--- config.mk ---
export PLATFORM = sky130hd
export DESIGN_NAME = ffint_top
export DESIGN_NICKNAME = d
export VERILOG_FILES = /design/src/ffint_pkg.sv /design/src/ffint_sync.sv /design/src/ffint_top.sv
export SDC_FILE = /design/constraint.sdc
export NUM_CORES = 1
export LEC_CHECK = 0
export ABC_CLOCK_PERIOD_IN_PS = 1600
export BUFFER_PORTS_ARGS = -buffer_cell sky130_fd_sc_hd__buf_2
export CAP_MARGIN = 20
export CORE_AREA = 8 8 58 60
export CTS_CLUSTER_DIAMETER = 60
export DETAILED_ROUTE_END_ITERATION = 8
export DIE_AREA = 0 0 66 68
export PLACE_DENSITY = 0.74
export SYNTH_ARGS = -nofsm -noshare
export SYNTH_HDL_FRONTEND = slang
export SYNTH_SLANG_ARGS = --single-unit
--- constraint.sdc ---
create_clock -name CLK_I -period 1.6 [get_ports CLK_I]
set_input_delay 0.16 -clock CLK_I [delete_from_list [all_inputs] [get_ports CLK_I]]
set_output_delay 0.16 -clock CLK_I [all_outputs]
set_load 0.005 [all_outputs]
--- src/ffint_pkg.sv ---
/*
 * Package for the forced-interrupt logic of the floppy controller:
 * register offsets, field positions, reset values and packed carriers.
 * Assumes a single 40 MHz clock domain and an 8-bit register port.
 */
package ffint_pkg;

    // ------------------------------------------------------------
    // Register map (byte offsets on the plain register port)
    // ------------------------------------------------------------
    localparam logic [2:0] FFINT_ADDR_CMD    = 3'h0; // Write: command
    localparam logic [2:0] FFINT_ADDR_STATUS = 3'h0; // Read: controller status
    localparam logic [2:0] FFINT_ADDR_EVT    = 3'h1; // Read: sticky events, clear on read
    localparam logic [2:0] FFINT_ADDR_MASK   = 3'h2; // Read/write: event mask
    localparam logic [2:0] FFINT_ADDR_COND   = 3'h3; // Read: armed conditions

    // ------------------------------------------------------------
    // Command decode
    // ------------------------------------------------------------
    localparam logic [3:0] FFINT_OPC_FORCE   = 4'hd; // Upper nibble of forced interrupt
    localparam int         FFINT_CMD_OPC_HI  = 7;
    localparam int         FFINT_CMD_OPC_LO  = 4;
    localparam int         FFINT_BIT_NRDY_RDY = 0;   // Not-ready to ready
    localparam int         FFINT_BIT_RDY_NRDY = 1;   // Ready to not-ready
    localparam int         FFINT_BIT_INDEX    = 2;   // Every index pulse
    localparam int         FFINT_BIT_IMMED    = 3;   // Immediate

    // ------------------------------------------------------------
    // Status and event bits
    // ------------------------------------------------------------
    localparam int FFINT_STS_BUSY  = 0;
    localparam int FFINT_STS_READY = 7;
    localparam int FFINT_EVT_COND  = 0; // A selected condition fired
    localparam int FFINT_EVT_ABORT = 1; // A running command was aborted
    localparam int FFINT_EVT_DONE  = 2; // Ordinary command completed

    // ------------------------------------------------------------
    // Reset values
    // ------------------------------------------------------------
    localparam logic [3:0] FFINT_COND_RST = 4'h0;
    localparam logic [2:0] FFINT_MASK_RST = 3'h0;
    localparam logic [2:0] FFINT_EVT_RST  = 3'h0;

    // ------------------------------------------------------------
    // Carriers
    // ------------------------------------------------------------
    typedef struct packed {
        logic       imm;        // Immediate interrupt
        logic       index;      // Every index pulse
        logic       rdy_nrdy;   // Ready to not-ready
        logic       nrdy_rdy;   // Not-ready to ready
    } ffint_cond_type;

    typedef struct packed {
        logic       wr;
        logic       rd;
        logic [2:0] addr;
        logic [7:0] wdata;
    } ffint_bus_type;

endpackage : ffint_pkg

--- src/ffint_sync.sv ---
/*
 * Two-flop synchroniser with a registered copy of the settled level.
 * Assumes the input is asynchronous to CLK_I.
 */
`timescale 1ns/1ps
module ffint_sync (
    input  wire logic CLK_I,
    input  wire logic RST_I,
    input  wire logic async_i,
    output logic      level_o,
    output logic      prev_o
);
    logic meta_q;
    logic sync_q;
    logic prev_q;

    // First flop feeds only the second
    always_ff @(posedge CLK_I or posedge RST_I) begin
        if (RST_I) begin
            meta_q <= 1'b0;
            sync_q <= 1'b0;
            prev_q <= 1'b0;
        end else begin
            meta_q <= async_i;
            sync_q <= meta_q;
            prev_q <= sync_q;
        end
    end

    assign level_o = sync_q;
    assign prev_o  = prev_q;
endmodule : ffint_sync

--- src/ffint_top.sv ---
/*
 * Forced-interrupt logic of the floppy controller: command decode,
 * abort of the running command, condition arming and the request line.
 * Assumes a host on a plain strobe port in the CLK_I domain, and drive
 * ready and index arriving asynchronously from the drive cable.
 */
// Implementation choices: the address-and-strobe port and the register offsets.
`timescale 1ns/1ps

// Notes on behaviour
// [RL1] The low command nibble arms not-ready-to-ready, ready-to-not-ready, every-index and immediate conditions.
// [RL2] Loading a forced interrupt aborts any running command at once and clears busy.
// [RL3] The request goes high when an armed condition later occurs; only set bits arm a condition.
// [RL4] A forced interrupt with a zero nibble aborts without ever raising the request.
// [RL5] A pending non-immediate request clears on a status read or a command write.
// [RL6] Immediate raises the request at once and holds it until a zero-nibble forced interrupt.
// [RL7] Several armed conditions combine as a logical OR.
// [RL8] Ready changes and index leading edges are found on synchronised samples, once per event.
module ffint_top
    import ffint_pkg::*;
(
    input  wire logic       CLK_I,
    input  wire logic       RST_I,
    input  wire logic [2:0] ADDR_I,
    input  wire logic [7:0] WDATA_I,
    input  wire logic       WR_I,
    input  wire logic       RD_I,
    output logic [7:0]      RDATA_O,
    input  wire logic       DRIVE_READY_I,
    input  wire logic       INDEX_I,
    input  wire logic       CMD_DONE_I,
    output logic            CMD_START_O,
    output logic            CMD_ABORT_O,
    output logic            BUSY_O,
    output logic            IRQ_REQUEST_OUT_O,
    output logic            IRQ_O
);
    import ffint_pkg::*;

    // ------------------------------------------------------------
    // Bus decode
    // ------------------------------------------------------------
    ffint_bus_type  bus;
    logic           cmd_wr;
    logic           status_rd;
    logic           evt_rd;
    logic           is_force;
    ffint_cond_type new_cond;

    assign bus.wr    = WR_I;
    assign bus.rd    = RD_I;
    assign bus.addr  = ADDR_I;
    assign bus.wdata = WDATA_I;

    // Command port and status port share one offset
    assign cmd_wr    = bus.wr && (bus.addr == FFINT_ADDR_CMD);
    assign status_rd = bus.rd && (bus.addr == FFINT_ADDR_STATUS);
    assign evt_rd    = bus.rd && (bus.addr == FFINT_ADDR_EVT);
    assign is_force  = cmd_wr && (bus.wdata[FFINT_CMD_OPC_HI:FFINT_CMD_OPC_LO] == FFINT_OPC_FORCE);

    // Nibble to condition enables
    assign new_cond.nrdy_rdy = bus.wdata[FFINT_BIT_NRDY_RDY]; // RL1
    assign new_cond.rdy_nrdy = bus.wdata[FFINT_BIT_RDY_NRDY]; // RL1
    assign new_cond.index    = bus.wdata[FFINT_BIT_INDEX];    // RL1
    assign new_cond.imm      = bus.wdata[FFINT_BIT_IMMED];    // RL1

    // ------------------------------------------------------------
    // Drive inputs
    // ------------------------------------------------------------
    logic ready_now;
    logic ready_prev;
    logic index_now;
    logic index_prev;
    logic ev_nrdy_rdy;
    logic ev_rdy_nrdy;
    logic ev_index;

    ffint_sync u_sync_ready (
        .CLK_I   (CLK_I),
        .RST_I   (RST_I),
        .async_i (DRIVE_READY_I),
        .level_o (ready_now),
        .prev_o  (ready_prev)
    );

    ffint_sync u_sync_index (
        .CLK_I   (CLK_I),
        .RST_I   (RST_I),
        .async_i (INDEX_I),
        .level_o (index_now),
        .prev_o  (index_prev)
    );

    // One-cycle event per transition, never per level
    assign ev_nrdy_rdy = ready_now && !ready_prev;  // RL8
    assign ev_rdy_nrdy = !ready_now && ready_prev;  // RL8
    assign ev_index    = index_now && !index_prev;  // RL8

    // ------------------------------------------------------------
    // Armed conditions
    // ------------------------------------------------------------
    ffint_cond_type cond_q;
    logic           cond_hit;

    // Each forced interrupt replaces the armed set; zero disarms all
    always_ff @(posedge CLK_I or posedge RST_I) begin
        if (RST_I) begin
            cond_q <= FFINT_COND_RST;
        end else if (is_force) begin
            cond_q <= new_cond; // RL1
        end
    end

    // Only armed edge conditions count, ORed together
    assign cond_hit = (cond_q.nrdy_rdy && ev_nrdy_rdy)
                    || (cond_q.rdy_nrdy && ev_rdy_nrdy)
                    || (cond_q.index && ev_index); // RL3 RL7

    // ------------------------------------------------------------
    // Busy and command sequencing
    // ------------------------------------------------------------
    logic busy_q;
    logic start_q;
    logic abort_q;

    // Forced interrupt never starts a command; it kills one
    always_ff @(posedge CLK_I or posedge RST_I) begin
        if (RST_I) begin
            busy_q <= 1'b0;
        end else if (is_force) begin
            busy_q <= 1'b0; // RL2 RL4
        end else if (cmd_wr) begin
            busy_q <= 1'b1;
        end else if (CMD_DONE_I) begin
            busy_q <= 1'b0;
        end
    end

    // Start and abort pulses to the command engine
    always_ff @(posedge CLK_I or posedge RST_I) begin
        if (RST_I) begin
            start_q <= 1'b0;
            abort_q <= 1'b0;
        end else begin
            start_q <= cmd_wr && !is_force;
            abort_q <= is_force; // RL2
        end
    end

    assign CMD_START_O = start_q;
    assign CMD_ABORT_O = abort_q;
    assign BUSY_O      = busy_q;

    // ------------------------------------------------------------
    // Request line
    // ------------------------------------------------------------
    logic req_q;
    logic imm_hold_q;

    // Immediate latch survives reads and writes; only a zero nibble frees it
    always_ff @(posedge CLK_I or posedge RST_I) begin
        if (RST_I) begin
            imm_hold_q <= 1'b0;
        end else if (is_force && new_cond.imm) begin
            imm_hold_q <= 1'b1; // RL6
        end else if (is_force && (bus.wdata[3:0] == 4'h0)) begin
            imm_hold_q <= 1'b0; // RL6
        end
    end

    // Set beats clear so an event in the clearing cycle is kept
    always_ff @(posedge CLK_I or posedge RST_I) begin
        if (RST_I) begin
            req_q <= 1'b0;
        end else if (cond_hit || (CMD_DONE_I && busy_q && !is_force)) begin
            req_q <= 1'b1; // RL3
        end else if (is_force) begin
            req_q <= 1'b0; // RL4
        end else if (status_rd || cmd_wr) begin
            req_q <= 1'b0; // RL5
        end
    end

    assign IRQ_REQUEST_OUT_O = req_q || imm_hold_q; // RL6 RL7

    // ------------------------------------------------------------
    // Sticky events, mask and interrupt
    // ------------------------------------------------------------
    logic [2:0] evt_q;
    logic [2:0] mask_q;
    logic [2:0] evt_set;

    assign evt_set[FFINT_EVT_COND]  = cond_hit || (is_force && new_cond.imm);
    assign evt_set[FFINT_EVT_ABORT] = is_force && busy_q;
    assign evt_set[FFINT_EVT_DONE]  = CMD_DONE_I && busy_q && !is_force;

    // Read clears, but a new event in the same cycle stays set
    always_ff @(posedge CLK_I or posedge RST_I) begin
        if (RST_I) begin
            evt_q <= FFINT_EVT_RST;
        end else if (evt_rd) begin
            evt_q <= evt_set;
        end else begin
            evt_q <= evt_q | evt_set;
        end
    end

    // Mask written by software
    always_ff @(posedge CLK_I or posedge RST_I) begin
        if (RST_I) begin
            mask_q <= FFINT_MASK_RST;
        end else if (bus.wr && (bus.addr == FFINT_ADDR_MASK)) begin
            mask_q <= bus.wdata[2:0];
        end
    end

    assign IRQ_O = |(evt_q & mask_q);

    // ------------------------------------------------------------
    // Read data, one cycle after the strobe
    // ------------------------------------------------------------
    logic [7:0] rdata_q;

    always_ff @(posedge CLK_I or posedge RST_I) begin
        if (RST_I) begin
            rdata_q <= 8'h00;
        end else if (bus.rd) begin
            if (bus.addr == FFINT_ADDR_STATUS) begin
                rdata_q <= {ready_now, 6'h00, busy_q};
            end else if (bus.addr == FFINT_ADDR_EVT) begin
                rdata_q <= {5'h00, evt_q};
            end else if (bus.addr == FFINT_ADDR_MASK) begin
                rdata_q <= {5'h00, mask_q};
            end else if (bus.addr == FFINT_ADDR_COND) begin
                rdata_q <= {4'h0, cond_q};
            end else begin
                rdata_q <= 8'h00; // Unmapped reads zero
            end
        end else begin
            rdata_q <= 8'h00;
        end
    end

    assign RDATA_O = rdata_q;

endmodule : ffint_top

# Word-level counts from Yosys, hierarchy flattened
# Index checks and enable logic that the tools add are counted.
[word_totals]
output_inout_bits = 13
in_bits = 18
latchBits = 0
memories = 0
mem_bits_ro = 0
regBits = 29
mem_bits_rw = 0
elab_cells = 71
[classes]
n_mul = 0
n_reduce_logical = 33
n_eq_ne = 4
n_addsub = 0
order_cmp = 0
bitwise_logic = 2
n_div = 0
n_mux = 14
n_shift = 0
[op_table]
columns = ["op", "count"]
rows = [
  ["$logic_and A1 B1 Y1", 17],
  ["$mux W8", 2],
  ["$mux W4", 3],
  ["$mux W1", 8],
  ["$eq A3 B2 Y1 const B", 2],
  ["$logic_or A1 B1 Y1", 6],
  ["$reduce_bool A3 Y1", 2],
  ["$eq A4 B4 Y1 const B", 1],
  ["$logic_not A1 Y1", 4],
  ["$logic_not A4 Y1", 1],
  ["$and A3 B3 Y3", 1],
  ["$eq A3 B1 Y1 const B", 1],
  ["$logic_not A3 Y1", 1],
  ["$mux W3", 1],
  ["$or A3 B3 Y3", 1],
  ["$reduce_or A3 Y1", 1],
  ["$reduce_bool A2 Y1", 1],
]

# Logic depth before layout (Yosys ltp)
[depth]
depth_word = 8
depth_mapped = 5
ltp_nobuf = 4

# Cells and area by module
# Synthesis repeated with hierarchy kept, for this count alone.
[hier_totals]
cells_unflattened = 90
area_unflattened_um2 = 1119.8
[modules_own_cells]
columns = ["mod", "instances", "cells_per_inst", "area_per_inst_um2"]
rows = [
  ["ffint_top", 1, 82, 962.2],
  ["ffint_sync", 2, 4, 78.8],
]

# Worst setup path after synthesis
# Ideal clock, no wire load.
[synth_timing]
kind = "input to register"
from = "in ADDR_I[0]"
to = "reg cond_q[2] (netlist name)"
path_buffers = 1
path_slack_ns = 0.319
t_required_ns = 1.475
path_stages = 5
arrival_time_ns = 1.156
cell_sequence = "buf_6 > nor4b_4 > nand2_4 > inv_2 > mux2_2"
[synth_via]
elab_chain_len = 3
[synth_rtl]
columns = ["element", "line", "text"]
rows = [
  ["start: declaration", "ffint_top.sv:24", "input wire logic [2:0] ADDR_I,"],
  ["$logic_not A3 Y1", "ffint_top.sv:56", "assign cmd_wr = bus.wr && (bus.addr == FFINT_ADDR_CMD);"],
  ["$logic_and A1 B1 Y1", "ffint_top.sv:56", ""],
  ["$logic_and A1 B1 Y1", "ffint_top.sv:59", "assign is_force = cmd_wr && (bus.wdata[FFINT_CMD_OPC_HI:FFINT_CMD_OPC_LO] == FFINT_OPC_FORCE);"],
  ["via is_force", "ffint_top.sv:47", "logic is_force;"],
  ["end signal: assignment", "ffint_top.sv:110", "cond_q <= new_cond;"],
  ["end: declaration", "ffint_top.sv:102", "ffint_cond_type cond_q;"],
]
# The timed path passes the listed nets, and every way through them passes these cells.
# A chain may end at the register's enable or synchronous reset.

# Worst setup path after layout
[layout_timing]
from = "reg evt_q[2]"
to = "out IRQ_O"
[layout_via]
elab_chain_len = 2
[layout_rtl]
columns = ["element", "line", "text"]
rows = [
  ["start: declaration", "ffint_top.sv:189", "logic [2:0] evt_q;"],
  ["start signal: assignment", "ffint_top.sv:202", "evt_q <= evt_set;"],
  ["start signal: assignment", "ffint_top.sv:204", "evt_q <= evt_q | evt_set;"],
  ["$and A3 B3 Y3", "ffint_top.sv:217", "assign IRQ_O = |(evt_q & mask_q);"],
  ["$reduce_or A3 Y1", "ffint_top.sv:217", ""],
  ["end: declaration", "ffint_top.sv:36", "output logic IRQ_O"],
]
# Every way passes these cells.

==> reports/results.txt <==
final worst slack = 133 ps
vias in the first global route = 782
Finish-stage setup viols = 0
Avg Inst Size Synth = 13.9 um2
ys async rst share = 100%
die height = 68 um
PostCTS Resize Cnt = 0
hold path endpoint = imm_hold_q$_DFFE_PP0P_
Initial DRT Pass Iterations = 5
clk_lat worst skew = 320 ps
synth warn = 0
Worst Hold Slack = 84.9 ps
Slew Limit Fails = 0
total grt overflow = 0
fin crit period = 1470 ps
drt wl/cell = 15.9 um
Clock transition at path regs = 130 ps
DRC errors left = 0
share of cells above drive strength 1 = 40.5%
final core occ = 51.1%
first-pass GRT wire length = 3550 um
sequential area share after synthesis = 59.1%
post-CTS setup buffer count = 0
PD cells = 991 mW/mm2
Placement Setup Slack = 154 ps
Max FO, Critical Path = 3
setup tns final = 0 ps
startpoint types = register
endpoints failing hold = 0
CTS root buf = clkbuf_4
final worst-path cycle share = 91.7%
Inserted Diodes = 0
unrepaired setup endpoints after global routing = no
Final ANT Viol Nets = 0
reg-to-reg startpoint = BUSY_O$_DFFE_PP0P_
vias after detailed routing = 748
Final #Nets = 130
RR Endpoint = RDATA_O[0]$_DFF_PP0_
vias per cell = 5.27
R2R Setup Slk = 390 ps
Netlist cell types = 34
Setup CP Type = reg2out
Worst Hold Class = in2reg
H-tree depth = 1
EDFF count, synth = 0
crit end category = primary output
cts bufs inserted = 3
total die area = 0.00449 mm2
num rows = 19
min-delay src = WDATA_I[3]
drt total wl = 2260 um
post-DP HPWL = 1770 um
clock sinks = 26
Die Wd = 66 um
Worst EP required = 1440 ps
Peak VDD IR = 0.524 mV
CTS tree = built
Pwr Total = 1.30 mW
Hold Buf Count CTS = 3
number of synthesized register bits = 26
io pins = 31
Buffers on Ports = 27
arrival time worst endpoint = 1310 ps
Post-synth top flop = dfrtp_1
pin count of the biggest net entering global routing = 27
Syn Inst Count = 79
WHS Path Cells = 2
initial antenna violation count = 0
Total GRT Usage = 10.3%
R2R cell count = 2
CTS max path bufs = 2
DR iter-0 viols = 49
Layout Skew = 2.32 ps
Initial Util = 42.9%
Post-Syn Area = 0.00110 mm2
Layout area overhead = 19.1%
Max-Cap Viols = 0
GP Congestion = 0.854
status = complete, no violations
core area = 0.00257 mm2
Peak Freq = 681 MHz
LEAKAGE = 0.673 nW
[cell type report]
class | count | area (um2)
clock buffer | 4 | 36.3
fill | 227 | 1260
inverter | 3 | 11.3
multi-input combinational | 47 | 402
sequential | 26 | 651
tap | 31 | 38.8
timing repair buffer | 31 | 173
[cells in the mapped netlist (2+ instances only)]
library cell | number | area [um2]
buf_4 | 3 | 22.5
mux2_2 | 8 | 90.1
nand2_1 | 2 | 7.51
nor2_1 | 2 | 7.51
nor2b_1 | 3 | 18.8
dfrtp_1 | 26 | 651
inv_1 | 2 | 7.51
nand3b_1 | 3 | 22.5
a22o_1 | 2 | 17.5
nand2b_1 | 2 | 12.5
or2_2 | 2 | 12.5
buf_6 | 2 | 22.5
[logic make-up after synthesis]
group	share of synthesized area (%)
AND/OR/NAND/NOR	16.0
flip-flops	59.1
multiplexers	10.6
buffers and inverters	5.11
other	0.341
AO/OA/AOI/OAI	8.86
[routing by layer]
layer	global-route usage [%]	routed length, um	vias to the layer above
met5	0	0	-
met4	8.00	66	0
met3	1.31	169	8
met2	18.0	1200	27
met1	11.1	830	366
li1	-	-	347
[layout by cell type, fill, tap and decap left out, types with 3 or more instances in the layout]
cell / count
buf_2: 27
dfrtp_1: 26
mux2_2: 8
nor2b_1: 3
nand3b_1: 3
conb_1: 3
clkbuf_4: 3
dlygate4sd3_1: 3
[flip-flops by register name, indices dropped and copies added, names as in the netlist, 3 cells and up]
name	cells
evt_q	3
mask_q	3
RDATA_O	5
cond_q	4
[worst max path at each step]
stage	from	to	slack [ps]	depth (start not counted)
floorplan	ADDR_I[0]	cond_q[2]$_DFFE_PP0N_	320	5
global placement	ADDR_I[0]	cond_q[2]$_DFFE_PP0N_	220	5
detailed placement	ADDR_I[0]	cond_q[2]$_DFFE_PP0N_	150	5
CTS	evt_q[2]$_DFF_PP0_	IRQ_O	130	3
global route	evt_q[2]$_DFF_PP0_	IRQ_O	20	3
finish	evt_q[2]$_DFF_PP0_	IRQ_O	130	3
[power breakdown]
group / leakage (nW) / switching [mW] / internal, mW / total [mW]
logic: 0.319 / 0.0844 / 0.116 / 0.201
clock network: 0.0210 / 0.188 / 0.139 / 0.327
registers: 0.334 / 0.0500 / 0.722 / 0.772
[per-stage QoR]
stage | area (um2) | std cells
after floorplan | 1110 | 81
after global placement | 1240 | 135
after detailed placement | 1240 | 135
after CTS | 1310 | 142
after global routing | 1310 | 142
final | 1310 | 142
[critical path: stages, from the launching register on]
cell      delay [ps]
dfrtp_1          420
a222oi_1         380
inv_1             60
buf_2            130
Note: power is estimated with default switching activity, not from simulation.
